==> config.mk <==
export PLATFORM = sky130hd
export DESIGN_NAME = gfc_top
export DESIGN_NICKNAME = d
export VERILOG_FILES = /design/src/gfc_pkg.sv /design/src/gfc_decade.sv /design/src/gfc_top.sv
export VERILOG_INCLUDE_DIRS = /design/src
export SDC_FILE = /design/constraint.sdc
export NUM_CORES = 1
export LEC_CHECK = 0
export BUFFER_PORTS_ARGS = -buffer_cell sky130_fd_sc_hd__buf_4
export CAP_MARGIN = 20
export CORE_MARGIN = 3
export CORE_UTILIZATION = 55
export CTS_CLUSTER_SIZE = 20
export DETAILED_ROUTE_END_ITERATION = 12
export PLACE_DENSITY = 0.85
export SLEW_MARGIN = 25
export SYNTH_ARGS = -nofsm -noshare
export SYNTH_HDL_FRONTEND = slang
export SYNTH_SLANG_ARGS = --single-unit
==> constraint.sdc <==
create_clock -name mclk -period 2.7 [get_ports mclk]
set_input_delay 0.405 -clock mclk [delete_from_list [all_inputs] [get_ports mclk]]
set_output_delay 0.405 -clock mclk [all_outputs]
set_load 0.01 [all_outputs]
==> src/gfc_defs.svh <==
// Purpose: named constants for the gated frequency counter
// Assumes: included by bare name from the design files
// Notes: times are kept in their own units, counts derive from them
`ifndef GFC_DEFS_SVH
`define GFC_DEFS_SVH

// reference and timing clock rates in hertz
`define GFC_REF_HZ 16000
`define GFC_TIMING_HZ 1000
// reference division ratio, derived from the two rates
`define GFC_REF_DIV (`GFC_REF_HZ / `GFC_TIMING_HZ)
// half gate period in milliseconds and its length in timing ticks
`define GFC_GATE_HALF_MS 10
`define GFC_TICKS_PER_HALF (`GFC_GATE_HALF_MS * `GFC_TIMING_HZ / 1000)
// decade limits
`define GFC_DEC_ZERO 4'h0
`define GFC_DEC_ONE 4'h1
`define GFC_DEC_MAX 4'h9
// timing decade bit positions
`define GFC_BIT_W1 0
`define GFC_BIT_W2 1
`define GFC_BIT_W4 2
// timing decade states of the three quiescent pulses
`define GFC_TST_LATCH 4'h3
`define GFC_TST_CLEAR 4'h5
`define GFC_TST_LOAD 4'h7
// preset loaded into the displayed decades, thousands first
`define GFC_PRESET 16'h9545
// display reset value
`define GFC_DISP_RST 16'h0000

`endif

==> src/gfc_pkg.sv <==
// Purpose: types shared by the gated frequency counter files
// Assumes: gfc_defs.svh holds the numeric constants
// Notes: no constants live here, only types
package gfc_pkg;

  // gate phase: counting while high, quiescent while low
  typedef enum logic [0:0] {
    GFC_QUIET = 1'b0,
    GFC_COUNT = 1'b1
  } gfc_phase_e;

  // state of one bcd decade
  typedef struct packed {
    logic [3:0] val;
  } gfc_dec_s;

  // quiescent-period control pulses
  typedef struct packed {
    logic latch_en;
    logic clear;
    logic load_b;
  } gfc_pulse_s;

  // state of the top module, apart from the reset synchroniser and the tick helper
  typedef struct packed {
    logic ref_prev;
    logic lo_prev;
    logic [3:0] div;
    gfc_phase_e phase;
    logic [15:0] disp;
  } gfc_top_s;

endpackage

==> src/gfc_decade.sv <==
// Purpose: one bcd decade counter with clear, active-low preset and carry
// Assumes: rst_n is already synchronised; inc is a one-cycle strobe
// Notes: clear wins over load, load wins over counting
`timescale 1ns/1ps
`include "gfc_defs.svh"

module gfc_decade (
  input wire logic mclk,
  input wire logic rst_n,
  input wire logic ce,
  input wire logic inc,
  input wire logic clr,
  input wire logic load_b,
  input wire logic [3:0] preset,
  output logic [3:0] val,
  output logic carry
);

  gfc_pkg::gfc_dec_s st_q;
  gfc_pkg::gfc_dec_s st_d;

  // rollover from nine advances the next decade
  assign carry = inc & (st_q.val == `GFC_DEC_MAX);
  assign val = st_q.val;

  // next value: clear, then preset, then count
  always_comb begin
    st_d = st_q;
    if (clr) begin
      st_d.val = `GFC_DEC_ZERO;
    end else if (!load_b) begin
      st_d.val = preset;
    end else if (inc) begin
      if (st_q.val == `GFC_DEC_MAX) begin
        st_d.val = `GFC_DEC_ZERO;
      end else begin
        st_d.val = st_q.val + `GFC_DEC_ONE;
      end
    end
  end

  // state register, frozen while ce is low
  always_ff @(posedge mclk or negedge rst_n) begin
    if (!rst_n) begin
      st_q <= '0;
    end else if (ce) begin
      st_q <= st_d;
    end
  end

endmodule

==> src/gfc_top.sv <==
// Purpose: gated frequency counter with latched four-digit readout
// Assumes: ref_in and lo_in are synchronous to mclk and slower than mclk/2
// Notes: one mclk domain; pulses are decoded from registered state
`timescale 1ns/1ps
`include "gfc_defs.svh"

module gfc_top #(
  parameter int REF_DIV = `GFC_REF_DIV,
  parameter logic [15:0] PRESET = `GFC_PRESET
) (
  input wire logic mclk,
  input wire logic rst_b,
  input wire logic ce,
  input wire logic ref_in,
  input wire logic lo_in,
  output logic gate,
  output gfc_pkg::gfc_pulse_s pulse,
  output logic [15:0] disp,
  output logic [3:0] timing_state
);

  localparam logic [3:0] DIV_LAST = 4'(REF_DIV - 1);
  localparam int TICKS_HALF = `GFC_TICKS_PER_HALF;
  localparam int NDIG = 4;

  // reset release through two flip-flops
  logic [1:0] rst_sync_q;
  logic rst_n;

  always_ff @(posedge mclk or negedge rst_b) begin
    if (!rst_b) begin
      rst_sync_q <= 2'b00;
    end else begin
      rst_sync_q <= {rst_sync_q[0], 1'b1};
    end
  end

  assign rst_n = rst_sync_q[1];

  gfc_pkg::gfc_top_s st_q;
  gfc_pkg::gfc_top_s st_d;

  logic ref_edge;
  logic lo_edge;
  logic tick_1k;
  logic count_inc;
  logic [3:0] tdec;
  logic tdec_carry;
  logic timing_bit_weight_one;
  logic timing_bit_weight_two;
  logic timing_bit_weight_four;
  logic quiet;
  logic latch_nand_b;
  logic latch_en;
  logic clear;
  logic load_b;
  logic [3:0] tenths;
  logic tenths_carry;
  logic [NDIG:0] dig_inc;
  logic [15:0] count;

  // rising edges of the reference and of the oscillator pulses
  assign ref_edge = ref_in & ~st_q.ref_prev;
  assign lo_edge = lo_in & ~st_q.lo_prev;

  // one timing tick on every sixteenth reference edge
  assign tick_1k = ce & ref_edge & (st_q.div == DIV_LAST);

  // gating of oscillator pulses by the gate phase
  always_comb begin
    case (st_q.phase)
      gfc_pkg::GFC_COUNT: count_inc = ce & lo_edge;
      gfc_pkg::GFC_QUIET: count_inc = 1'b0;
      default: count_inc = 1'b0;
    endcase
  end

  // timing decade clocked by the 1 khz tick
  gfc_decade u_timing (
    .mclk(mclk),
    .rst_n(rst_n),
    .ce(ce),
    .inc(tick_1k),
    .clr(1'b0),
    .load_b(1'b1),
    .preset(`GFC_DEC_ZERO),
    .val(tdec),
    .carry(tdec_carry)
  );

  // timing decade bits feeding the pulse decoders
  assign timing_bit_weight_one = tdec[`GFC_BIT_W1];
  assign timing_bit_weight_two = tdec[`GFC_BIT_W2];
  assign timing_bit_weight_four = tdec[`GFC_BIT_W4];
  assign quiet = (st_q.phase == gfc_pkg::GFC_QUIET);

  // four-input nand for enable, inverted to give an active-high level
  assign latch_nand_b = ~(quiet & timing_bit_weight_one & timing_bit_weight_two & ~timing_bit_weight_four);
  assign latch_en = ~latch_nand_b;

  // clear at state five, load at state seven, both only while quiet
  assign clear = quiet & timing_bit_weight_one & ~timing_bit_weight_two & timing_bit_weight_four;
  assign load_b = ~(quiet & timing_bit_weight_one & timing_bit_weight_two & timing_bit_weight_four);

  // hidden tenths decade, not cleared or preset
  gfc_decade u_tenths (
    .mclk(mclk),
    .rst_n(rst_n),
    .ce(ce),
    .inc(count_inc),
    .clr(1'b0),
    .load_b(1'b1),
    .preset(`GFC_DEC_ZERO),
    .val(tenths),
    .carry(tenths_carry)
  );

  assign dig_inc[0] = tenths_carry;

  // four displayed decades, each advanced by the carry below it
  genvar gi;
  generate
    for (gi = 0; gi < NDIG; gi++) begin : g_dig
      gfc_decade u_dig (
        .mclk(mclk),
        .rst_n(rst_n),
        .ce(ce),
        .inc(dig_inc[gi]),
        .clr(clear),
        .load_b(load_b),
        .preset(PRESET[gi*4 +: 4]),
        .val(count[gi*4 +: 4]),
        .carry(dig_inc[gi+1])
      );
    end
  endgenerate

  // next state: edge history, reference divider, gate toggle, latches
  always_comb begin
    st_d = st_q;
    st_d.ref_prev = ref_in;
    st_d.lo_prev = lo_in;
    if (ref_edge) begin
      if (st_q.div == DIV_LAST) begin
        st_d.div = 4'h0;
      end else begin
        st_d.div = st_q.div + 4'h1;
      end
    end
    if (tdec_carry) begin
      case (st_q.phase)
        gfc_pkg::GFC_COUNT: st_d.phase = gfc_pkg::GFC_QUIET;
        gfc_pkg::GFC_QUIET: st_d.phase = gfc_pkg::GFC_COUNT;
        default: st_d.phase = gfc_pkg::GFC_QUIET;
      endcase
    end
    if (latch_en) begin
      st_d.disp = count;
    end
  end

  // state register, frozen while ce is low
  always_ff @(posedge mclk or negedge rst_n) begin
    if (!rst_n) begin
      st_q.ref_prev <= 1'b0;
      st_q.lo_prev <= 1'b0;
      st_q.div <= 4'h0;
      st_q.phase <= gfc_pkg::GFC_QUIET;
      st_q.disp <= `GFC_DISP_RST;
    end else if (ce) begin
      st_q <= st_d;
    end
  end

  // outputs
  assign gate = (st_q.phase == gfc_pkg::GFC_COUNT);
  assign pulse.latch_en = latch_en;
  assign pulse.clear = clear;
  assign pulse.load_b = load_b;
  assign disp = st_q.disp;
  assign timing_state = tdec;

  // helper: timing ticks seen since the last gate toggle
  logic [7:0] half_ticks_q;

  always_ff @(posedge mclk or negedge rst_n) begin
    if (!rst_n) begin
      half_ticks_q <= 8'h00;
    end else if (tdec_carry) begin
      half_ticks_q <= 8'h00;
    end else if (tick_1k) begin
      half_ticks_q <= half_ticks_q + 8'h01;
    end
  end
endmodule

# [After elaboration in Yosys (flattened, before gate mapping)]
# Cells that the tools add are included.
[op_classes] add_sub_neg=7 n_eq_ne=7 mux=21 n_bitwise=22 n_reduce_logical=13
[ops] operator="two-way mux 4 bit" n=19
[ops] operator="adder 4 x 1 -> 4 bit, second input constant" n=7
[ops] operator="== test 4 bit, second input constant" n=7
[ops] operator="AND reduction 2 bit" n=9
[ops] operator="AND 1 bit" n=16
[ops] operator="nonzero test 3 bit" n=4
[ops] operator="inverter 1 bit" n=6
[ops] operator="case mux 1 bit (2 select lines)" n=2
[word_totals] register_bits=49 out_inout_bits=24 word_cells=82

# [Logic depth before layout (Yosys ltp)]
# Gate-level depths: netlist of the first run.
[logic_depth] ltp_word=11 ltp_mapped=6

# [Cells and area by module]
# Synthesis of the first run repeated with hierarchy kept, for this count alone.
[hier_totals] hier_cells=296 area_unflattened_um2=2952.8
[by_module_without_submodules] module="gfc_decade" n_inst=6 cells_each=35 area_each_um2=297.8
[by_module_without_submodules] module="gfc_top" n_inst=1 cells_each=86 area_each_um2=1166.1

# [Worst setup path after synthesis of the first run]
# No wires, ideal clock.
[synth_path] path_kind="flip-flop to flip-flop" from="register g_dig[0].u_dig.st_q, in the netlist g_dig[0].u_dig.val[1]" to="register g_dig[3].u_dig.st_q, in the netlist g_dig[3].u_dig.val[0]" arrival_time_ns=1.579 setup_slack_ns=0.996 path_stages_with_launch=7 period_less_slack_ns=1.704 path_cell_list="dfrtp_1 -> inv_1 -> ha_1 -> and3b_1 -> nand4_2 -> a21oi_2 -> mux2_2"
[synth_via] elab_chain_len=6
[synth_rtl] element="start, declared" line="gfc_decade.sv:19" rtl="gfc_pkg::gfc_dec_s st_q;"
[synth_rtl] element="start signal, assigned" line="gfc_decade.sv:47" rtl="st_q <= st_d;"
[synth_rtl] element="== test 4 bit (no line)"
[synth_rtl] element="AND 1 bit (3 in a row)" line="gfc_decade.sv:23" rtl="assign carry = inc & (st_q.val == `GFC_DEC_MAX);"
[synth_rtl] element="nonzero test 3 bit (no line)"
[synth_rtl] element="AND reduction 2 bit (no line)"
[synth_rtl] element="end signal, assigned" line="gfc_decade.sv:47"
[synth_rtl] element="end, declared" line="gfc_decade.sv:19"
# No other way between the ends.
# A chain may end at the register's enable or synchronous reset.

==> impl_metrics.toml, run 1 <==
[sta]
hold_viol_final = 0
grt_setup_unrepaired = "false"
clock.fmax_ghz = 0.489
tns_ns = 0
period_needed_ns = 2.04
drv_slew = 0
finalCritPeriodShare_pct = 75.7
tightest_slew_ns = 0.608
max-slew-margin-rel_pct = 59.5
clock_skew_ns = 0.00846
finalSetupViolCount = 0

[floorplan]
rows = 24
initial_core_util_pct = 57.9
core_area_um2 = 4440
die_y_um = 74.4
chipWidth_um = 74.4
die-area_um2 = 5530
pin_count = 29

[finish]
antenna_cells = 0
area_delta_synth_final_pct = 9.15
stdcell_area_um2 = 2810
drive_gt1_share_pct = 27.3
finalNetCount = 258

[clock_network]
clockRootBuffer = "clkbuf_8"
cts_tree = "yes"
post_cts_buffers = 0
post_cts_resized = 0
clock_sinks = 49
h-tree-depth = 2
cts_made_buffers = 5
cts_buffer_depth = 2
path_clk_slew_ns = 0.08
clk_latency_ns = 0.30

[critical_path]
cp.arrival_ns = 1.64
r2r_slack_ns = 0.81
slowest_stage = "or3_1"
path_buf_inv = 2
cp_cell_sequence = "inv_1 -> or3_1 -> buf_4"
critPathMaxFanout = 8
worst_path_dominant_cell_family = "simple AND/OR/NAND/NOR gates"
worst-endpoint-required_ns = 2.30
r2r-end = "g_dig[3].u_dig.val[1]"
rr_startpoint = "g_dig[0].u_dig.val[1]"
path_class = "reg2out"
start_kind = "flop"
ff2ff_path_depth = 6
end_kind = "primary output"
max_stage_delay_ns = 0.56

[synthesis]
yosys_warnings = 0
synth-async-reset-ratio_pct = 100
synthXorXnorAreaFrac_pct = 2.38
synth_edf_count = 0
synth_fp_nets = 246
yosysSeqAreaShare_pct = 47.7
synthMuxAreaShare_pct = 10.1
syn_area_per_cell_um2 = 11.1
ys_ff_latch = 49
synth-compound-area-share_pct = 13.3
syn_area_um2 = 2570
synth-main-ff-cell = "dfrtp_1"
ys_types = 48
synthCells = 232
synthAdderAreaFrac_pct = 4.38
synth-simple-area-share_pct = 13.8
synth_top_family_by_area = "simple AND/OR/NAND/NOR gates"

[power_and_ir_drop]
power_uw = 1450
irDropWorstVdd_mv = 0.394
power.density_nw_per_um2 = 517
p_comb_share_pct = 6.2
seq_power_share_pct = 56.8
clockPowerShare_pct = 36.9
p_sw_share_pct = 22.4
p_leak_uw = 0.00137
p_int_uw = 1130
p_sw_uw = 325

[drt]
firstDrtPassIters = 4
drtAntennaViolNets = 0
vias = 1695
drt-total-wl_um = 4320
drt-initial-drc-count = 134
viasPerCell = 5.71
drc_errors = 0
wl_per_cell_um = 14.5

[global_route]
grtUsageTotal_pct = 16.9
grt.overflow.total = 0
grt_pass1_wl_um = 7240
grt_max_degree = 48
antenna_found_initial = 0
grt_pass1_vias = 1610

[place]
io_buffers = 28
place_congestion = 0.875
hpwl_um = 3110
place_area_um2 = 2680

[job]
drv_cap = 0

[worst_hold_path]
hold_path.class = "reg2async"

[outcome]
status = "complete, no violations"
==> kinds of logic after synthesis <==
logic type | count (synthesis)
mux | 23
buf+inv | 34
fa+ha+maj | 9
compound gates | 50
other cells | 1
xor+xnor | 7
simple gates | 59
flops | 49
==> routing by layer <==
metal / vias up / wire [um] / GRT usage (%)
met5: - / 0 / 0
met4: 0 / 47 / 5.93
met3: 4 / 130 / 3.11
met2: 21 / 2100 / 29.1
met1: 830 / 2040 / 21.2
li1: 840 / - / -
==> cells in the mapped netlist, types with 3 or more instances <==
cell type	instances	area, um^2
a22o_1	3	26.3
and3b_1	3	26.3
o21ai_0	16	80.1
mux2_2	23	259
a21o_1	5	37.5
o2bb2ai_1	4	35.0
a21oi_1	4	20.0
clkbuf_1	3	11.3
nand3b_1	4	30.0
xnor2_1	5	43.8
o31ai_1	6	45.0
nand2_1	12	45.0
nor2_1	9	33.8
and2_1	3	18.8
nand3_1	5	25.0
buf_4	20	150
and3_1	3	18.8
dfrtp_1	49	1230
inv_1	9	33.8
ha_1	9	113
==> worst max-delay path by stage <==
stage | from | endpoint | slack (ns) | depth (start not counted)
2_1_floorplan | g_dig[0].u_dig.val[1] | g_dig[3].u_dig.val[0] | 1.0 | 6
3_3_place_gp | g_dig[0].u_dig.val[1] | g_dig[3].u_dig.val[0] | 0.90 | 6
3_5_place_dp | g_dig[0].u_dig.val[1] | g_dig[3].u_dig.val[1] | 0.83 | 6
4_1_cts | u_timing.val[2] | pulse[0] | 0.66 | 3
5_1_grt | u_timing.val[2] | pulse[0] | 0.58 | 3
6_report | u_timing.val[2] | pulse[0] | 0.66 | 3
==> power by group through the flow <==
stage               combinational [uW]  sequential, uW  clock (uW)
floorplan                         61.3             829           0
global placement                  82.9             836           0
detailed placement                91.8             840           0
CTS                               93.5             826         548
global route                       103             834         573
finish                            90.5             824         536
==> timing repair <==
item                                    in CTS  in global routing
endpoints found under the hold margin        2                  0
hold buffers                                 1                  0
endpoints found under the setup margin       0                  0
==> metrics by stage <==
| step | worst slack, ns | std cells | hold WS [ns] | utilization (%) |
|---|---|---|---|---|
| 2_1_floorplan | 0.996 | 232 | 0.109 | - |
| 3_3_place_gp | 0.897 | 288 | 0.188 | 60.2 |
| 3_5_place_dp | 0.828 | 288 | 0.189 | 60.2 |
| 4_1_cts | 0.659 | 297 | 0.346 | 63.1 |
| 5_1_grt | 0.577 | 297 | 0.347 | 63.1 |
| 6_report | 0.655 | 297 | 0.350 | 63.1 |
==> cell type report <==
cell class / count / area, um^2
well taps: 52 / 65.1
multi-input cells: 149 / 1130
fillers: 379 / 1640
clock inverters: 1 / 30.0
clock buffers: 7 / 86.3
inverters: 9 / 33.8
flip-flops and latches: 49 / 1230
repair buffers: 30 / 228
==> layout by cell type, fill, tap and decap left out, drive strengths merged, types with 7 or more instances in the layout <==
cell type  count
inv            9
dfrtp         49
o21ai         16
nand2         13
nor2           9
ha             9
mux2          23
buf           29
clkbuf         7
==> worst reg2reg max path: cells and delay by family, from the launching register on <==
family	cells	cell delay, ns
AND/OR/NAND/NOR	2	0.47
flip-flops	1	0.42
multiplexers	1	0.36
AO/OA/AOI/OAI	1	0.29
adder cells (fa/ha/maj)	1	0.15
buffers and inverters	1	0.08
==> state kept, by name, indices dropped and copies added (netlist names) <==
name,count
disp,16
g_dig.u_dig.val,16
st_q,6
u_tenths.val,4
u_timing.val,4
rst_sync_q,2
gate,1
(Power assumes the default switching activity.)
==> run 2, diff against run 1 <==
- clock period: 2.7 -> 2.1 ns (I/O delays scaled with it)
==> impl_metrics.toml, run 2 (same netlist as run 1, synthesis figures left out) <==
[finish]
antenna_cells = 0
fillers = 361
finalCoreUtilization_pct = 63.7
area_delta_synth_final_pct = 10.1
final_common_cell = "dfrtp_1"
final_cell_mix = "dfrtp_1, buf_4, mux2_2"
finalNetCount = 261
drive_gt1_share_pct = 28.2

[drt]
viasPerCell = 5.65
vias = 1696
drc_errors = 0
drt-total-wl_um = 4350
wl_per_cell_um = 14.5
drtAntennaViolNets = 0
firstDrtPassIters = 4
drt-initial-drc-count = 97

[floorplan]
pin_count = 29
core_area_um2 = 4440
rows = 24
chipWidth_um = 74.4
initial_core_util_pct = 57.9
die-area_um2 = 5530
die_y_um = 74.4

[outcome]
status = "complete, no violations"

[clock_network]
cts_tree = "yes"
cts_made_buffers = 5
cts_buffer_depth = 2
post_cts_buffers = 0
clockRootBuffer = "clkbuf_8"
clock_sinks = 49
clk_latency_ns = 0.30
path_clk_slew_ns = 0.09
h-tree-depth = 2

[worst_hold_path]
hold_path.class = "reg2async"

[power_and_ir_drop]
p_int_uw = 1410
clockPowerShare_pct = 36.0
seq_power_share_pct = 57.2
power_uw = 1830
p_comb_share_pct = 6.8
power.density_nw_per_um2 = 648
p_leak_uw = 0.00139
irDropWorstVdd_mv = 0.508
p_sw_share_pct = 22.9
p_sw_uw = 420

[global_route]
grt_max_degree = 31
antenna_found_initial = 0
grt_pass1_wl_um = 7510
grt.overflow.total = 0
grt_pass1_vias = 1615
grtUsageTotal_pct = 17.6

[place]
hpwl_um = 3180
dpl_worst_slack_ns = 0.205
place_congestion = 0.865
io_buffers = 28

[sta]
period_needed_ns = 1.98
hold_viol_final = 0
tns_ns = 0
drv_slew = 0
clock.fmax_ghz = 0.506
clock_skew_ns = 0.00653
grt_setup_unrepaired = "false"
finalSetupViolCount = 0
setup_ws_ns = 0.124
finalCritPeriodShare_pct = 94.1

[critical_path]
worst-endpoint-required_ns = 1.78
critPathMaxFanout = 8
path_class = "reg2out"
slowest_stage = "or3_1"
start_kind = "flop"
max_stage_delay_ns = 0.55
cp.arrival_ns = 1.66
cp_cell_sequence = "inv_1 -> or3_1 -> buf_4"
end_kind = "primary output"

[job]
drv_cap = 0
[run 2: cell types whose count changed in the layout (fill, tap and decap cells not counted), sizes merged]
cell,previous run,this run
clkbuf,7,6
clkinv,0,1
buf,29,32
[run 2: worst max-delay path: cells and delay by family, from the launching register on]
family                 cells  cell delay [ns]
AND/OR/NAND/NOR            1             0.55
flip-flops                 1             0.48
buffers and inverters      2             0.33
[run 2: per-stage QoR]
step           std cells  cell area (um^2)  hold WS (ns)
2_1_floorplan        232              2570        0.0194
3_3_place_gp         291              2710        0.0974
3_5_place_dp         291              2710        0.0982
4_1_cts              300              2830         0.216
5_1_grt              300              2830         0.233
6_report             300              2830         0.199
[run 2: timing repair]
item	in CTS	in global routing
hold buffers	1	0
hold endpoints to repair	2	0
resized for setup	0	0
[run 2: cell type report]
| type | instances | area [um^2] | share of cell area [%] |
|---|---|---|---|
| sequential | 49 | 1230 | 43.4 |
| multi-input combinational | 149 | 1130 | 40.1 |
| clock buffer | 6 | 72.6 | 2.56 |
| timing repair buffer | 33 | 263 | 9.28 |
| clock inverter | 2 | 35.0 | 1.24 |
| tap | 52 | 65.1 | 2.30 |
| inverter | 9 | 33.8 | 1.19 |
[run 2: worst paths after layout]
check,from,end,slack (ns),cells past startpoint
hold reg to reg,rst_sync_q[1],st_q[17],0.20,0
min in group mclk,lo_in,st_q[21],0.25,2
setup reg to reg,gate,g_dig[3].u_dig.val[1],0.18,4
hold / removal,rst_sync_q[1],st_q[17],0.20,0
setup / recovery,u_timing.val[2],pulse[0],0.12,3
max in group asynchronous,rst_sync_q[1],g_dig[0].u_dig.val[2],1.40,1
[run 2: power groups by stage]
| stage | Sequential (uW) | Combinational [uW] | Clock (uW) |
|---|---|---|---|
| finish | 1050 | 125 | 660 |
| global route | 1060 | 145 | 709 |
| CTS | 1050 | 129 | 673 |
| global placement | 1070 | 123 | 0 |
| floorplan | 1070 | 78.8 | 0 |
| detailed placement | 1070 | 128 | 0 |
[run 2: routing by layer]
layer / GRT usage, % / wire, um / up-vias / part of all wire [%]
li1: - / - / 848 / -
met1: 22.8 / 2000 / 817 / 46
met2: 29.5 / 2120 / 26 / 49
met3: 4.05 / 171 / 5 / 3.9
met4: 4.94 / 52 / 0 / 1.2
met5: 0 / 0 / - / 0
==> run 3, diff against run 2 <==
- CTS_CLUSTER_DIAMETER: unset -> 40
- REMOVE_ABC_BUFFERS: unset -> 1
- SETUP_SLACK_MARGIN: unset -> 0.02
==> impl_metrics.toml, run 3 (same netlist as run 1, synthesis figures left out) <==
[outcome]
status = "complete, no violations"

[sta]
finalCritPeriodShare_pct = 94.6
clock.fmax_ghz = 0.503
grt_setup_unrepaired = "false"
setup_ws_ns = 0.112
drv_slew = 0
period_needed_ns = 1.99
clock_skew_ns = 0.00939
hold_viol_final = 0
tns_ns = 0
finalSetupViolCount = 0

[clock_network]
cts_buffer_depth = 2
clockRootBuffer = "clkbuf_8"
h-tree-depth = 2
path_clk_slew_ns = 0.09
holdBufCountCts = 1
cts_tree = "yes"
post_cts_resized = 0
clk_latency_ns = 0.31
clock_sinks = 49
cts_made_buffers = 5
post_cts_buffers = 0

[floorplan]
die-area_um2 = 5530
chipWidth_um = 74.4
initial_core_util_pct = 57.9
pin_count = 29
core_area_um2 = 4440
rows = 24
die_y_um = 74.4

[drt]
vias = 1752
firstDrtPassIters = 4
drt-initial-drc-count = 100
drt-total-wl_um = 4620
viasPerCell = 5.86
drtAntennaViolNets = 0
wl_per_cell_um = 15.4
drc_errors = 0

[global_route]
grtUsageTotal_pct = 18.8
grt_pass1_vias = 1702
antenna_found_initial = 0
grt_max_degree = 28
grt_pass1_wl_um = 7940
grt.overflow.total = 0

[job]
drv_cap = 0

[critical_path]
critPathMaxFanout = 8
cp.arrival_ns = 1.67
end_kind = "primary output"
max_stage_delay_ns = 0.55
ff2ff_path_depth = 4
path_buf_inv = 2
r2r_slack_ns = 0.18
crit_end = "pulse[0]"
startpoint = "u_timing.val[2]"
path_class = "reg2out"
rr_startpoint = "gate"
start_kind = "flop"
worst_path_dominant_cell_family = "simple AND/OR/NAND/NOR gates"
worst-endpoint-required_ns = 1.78
critical_path_depth = 3
r2r-end = "g_dig[3].u_dig.val[0]"
cp_cell_sequence = "inv_1 -> or3_1 -> buf_4"
slowest_stage = "or3_1"

[place]
place_congestion = 0.894
place_area_um2 = 2710
io_buffers = 28
hpwl_um = 3180
dpl_worst_slack_ns = 0.196

[finish]
finalNetCount = 260
antenna_cells = 0
final_cell_mix = "dfrtp_1, buf_4, mux2_2"
drive_gt1_share_pct = 28.3
final_common_cell = "dfrtp_1"
area_delta_synth_final_pct = 10.3
stdcell_area_um2 = 2840

[power_and_ir_drop]
power.density_nw_per_um2 = 662
p_leak_uw = 0.00139
irDropWorstVdd_mv = 0.643

[worst_hold_path]
hold_path.class = "reg2async"
-- run 3: metal layers --
layer,share of wire [%],track usage (%),routed length (um)
met1,47,25.5,2160
met2,47,29.4,2180
met3,4.6,5.00,213
met4,1.5,6.52,67
met5,0,0,0
-- run 3: final cells by class --
| cell class | count | area [um^2] |
|---|---|---|
| well taps | 52 | 65.1 |
| clock inverters | 2 | 37.5 |
| repair buffers | 32 | 255 |
| multi-input cells | 149 | 1130 |
| flip-flops and latches | 49 | 1230 |
| clock buffers | 6 | 82.6 |
| inverters | 9 | 33.8 |
| fillers | 345 | 1610 |
-- run 3: worst min-delay path by stage --
stage                     slack (ns)     startpoint         endpoint  depth (start not counted)
after global placement           0.1          rst_b    rst_sync_q[0]                          1
after detailed placement         0.1          rst_b    rst_sync_q[0]                          1
after floorplan                 0.02          rst_b    rst_sync_q[0]                          0
final                           0.21  rst_sync_q[1]  u_tenths.val[3]                          0
after global routing            0.25         ref_in         st_q[22]                          2
after CTS                       0.24         ref_in         st_q[22]                          2
-- run 3: metrics by stage --
step           hold WS (ns)  power [uW]  std cells  utilization [%]
2_1_floorplan        0.0194        1140        207                -
3_3_place_gp         0.0975        1190        290             60.9
3_5_place_dp         0.0986        1190        290             60.9
4_1_cts               0.245        1890        299             63.8
5_1_grt               0.249        1970        299             63.8
6_report              0.211        1880        299             63.8
-- run 3: power by group --
group	switching [uW]	leakage (uW)	total [uW]	internal, uW
clock network	315	0.0000574	702	387
registers	59.9	0.000657	1050	992
logic	55.3	0.000674	123	67.7
total	430	0.00139	1880	1450
-- run 3: worst reg2reg max path: stages (launching register included) --
cell	delay, ns
dfrtp_1	0.46
and3b_1	0.48
nand2_1	0.24
a21oi_2	0.27
mux2_2	0.36
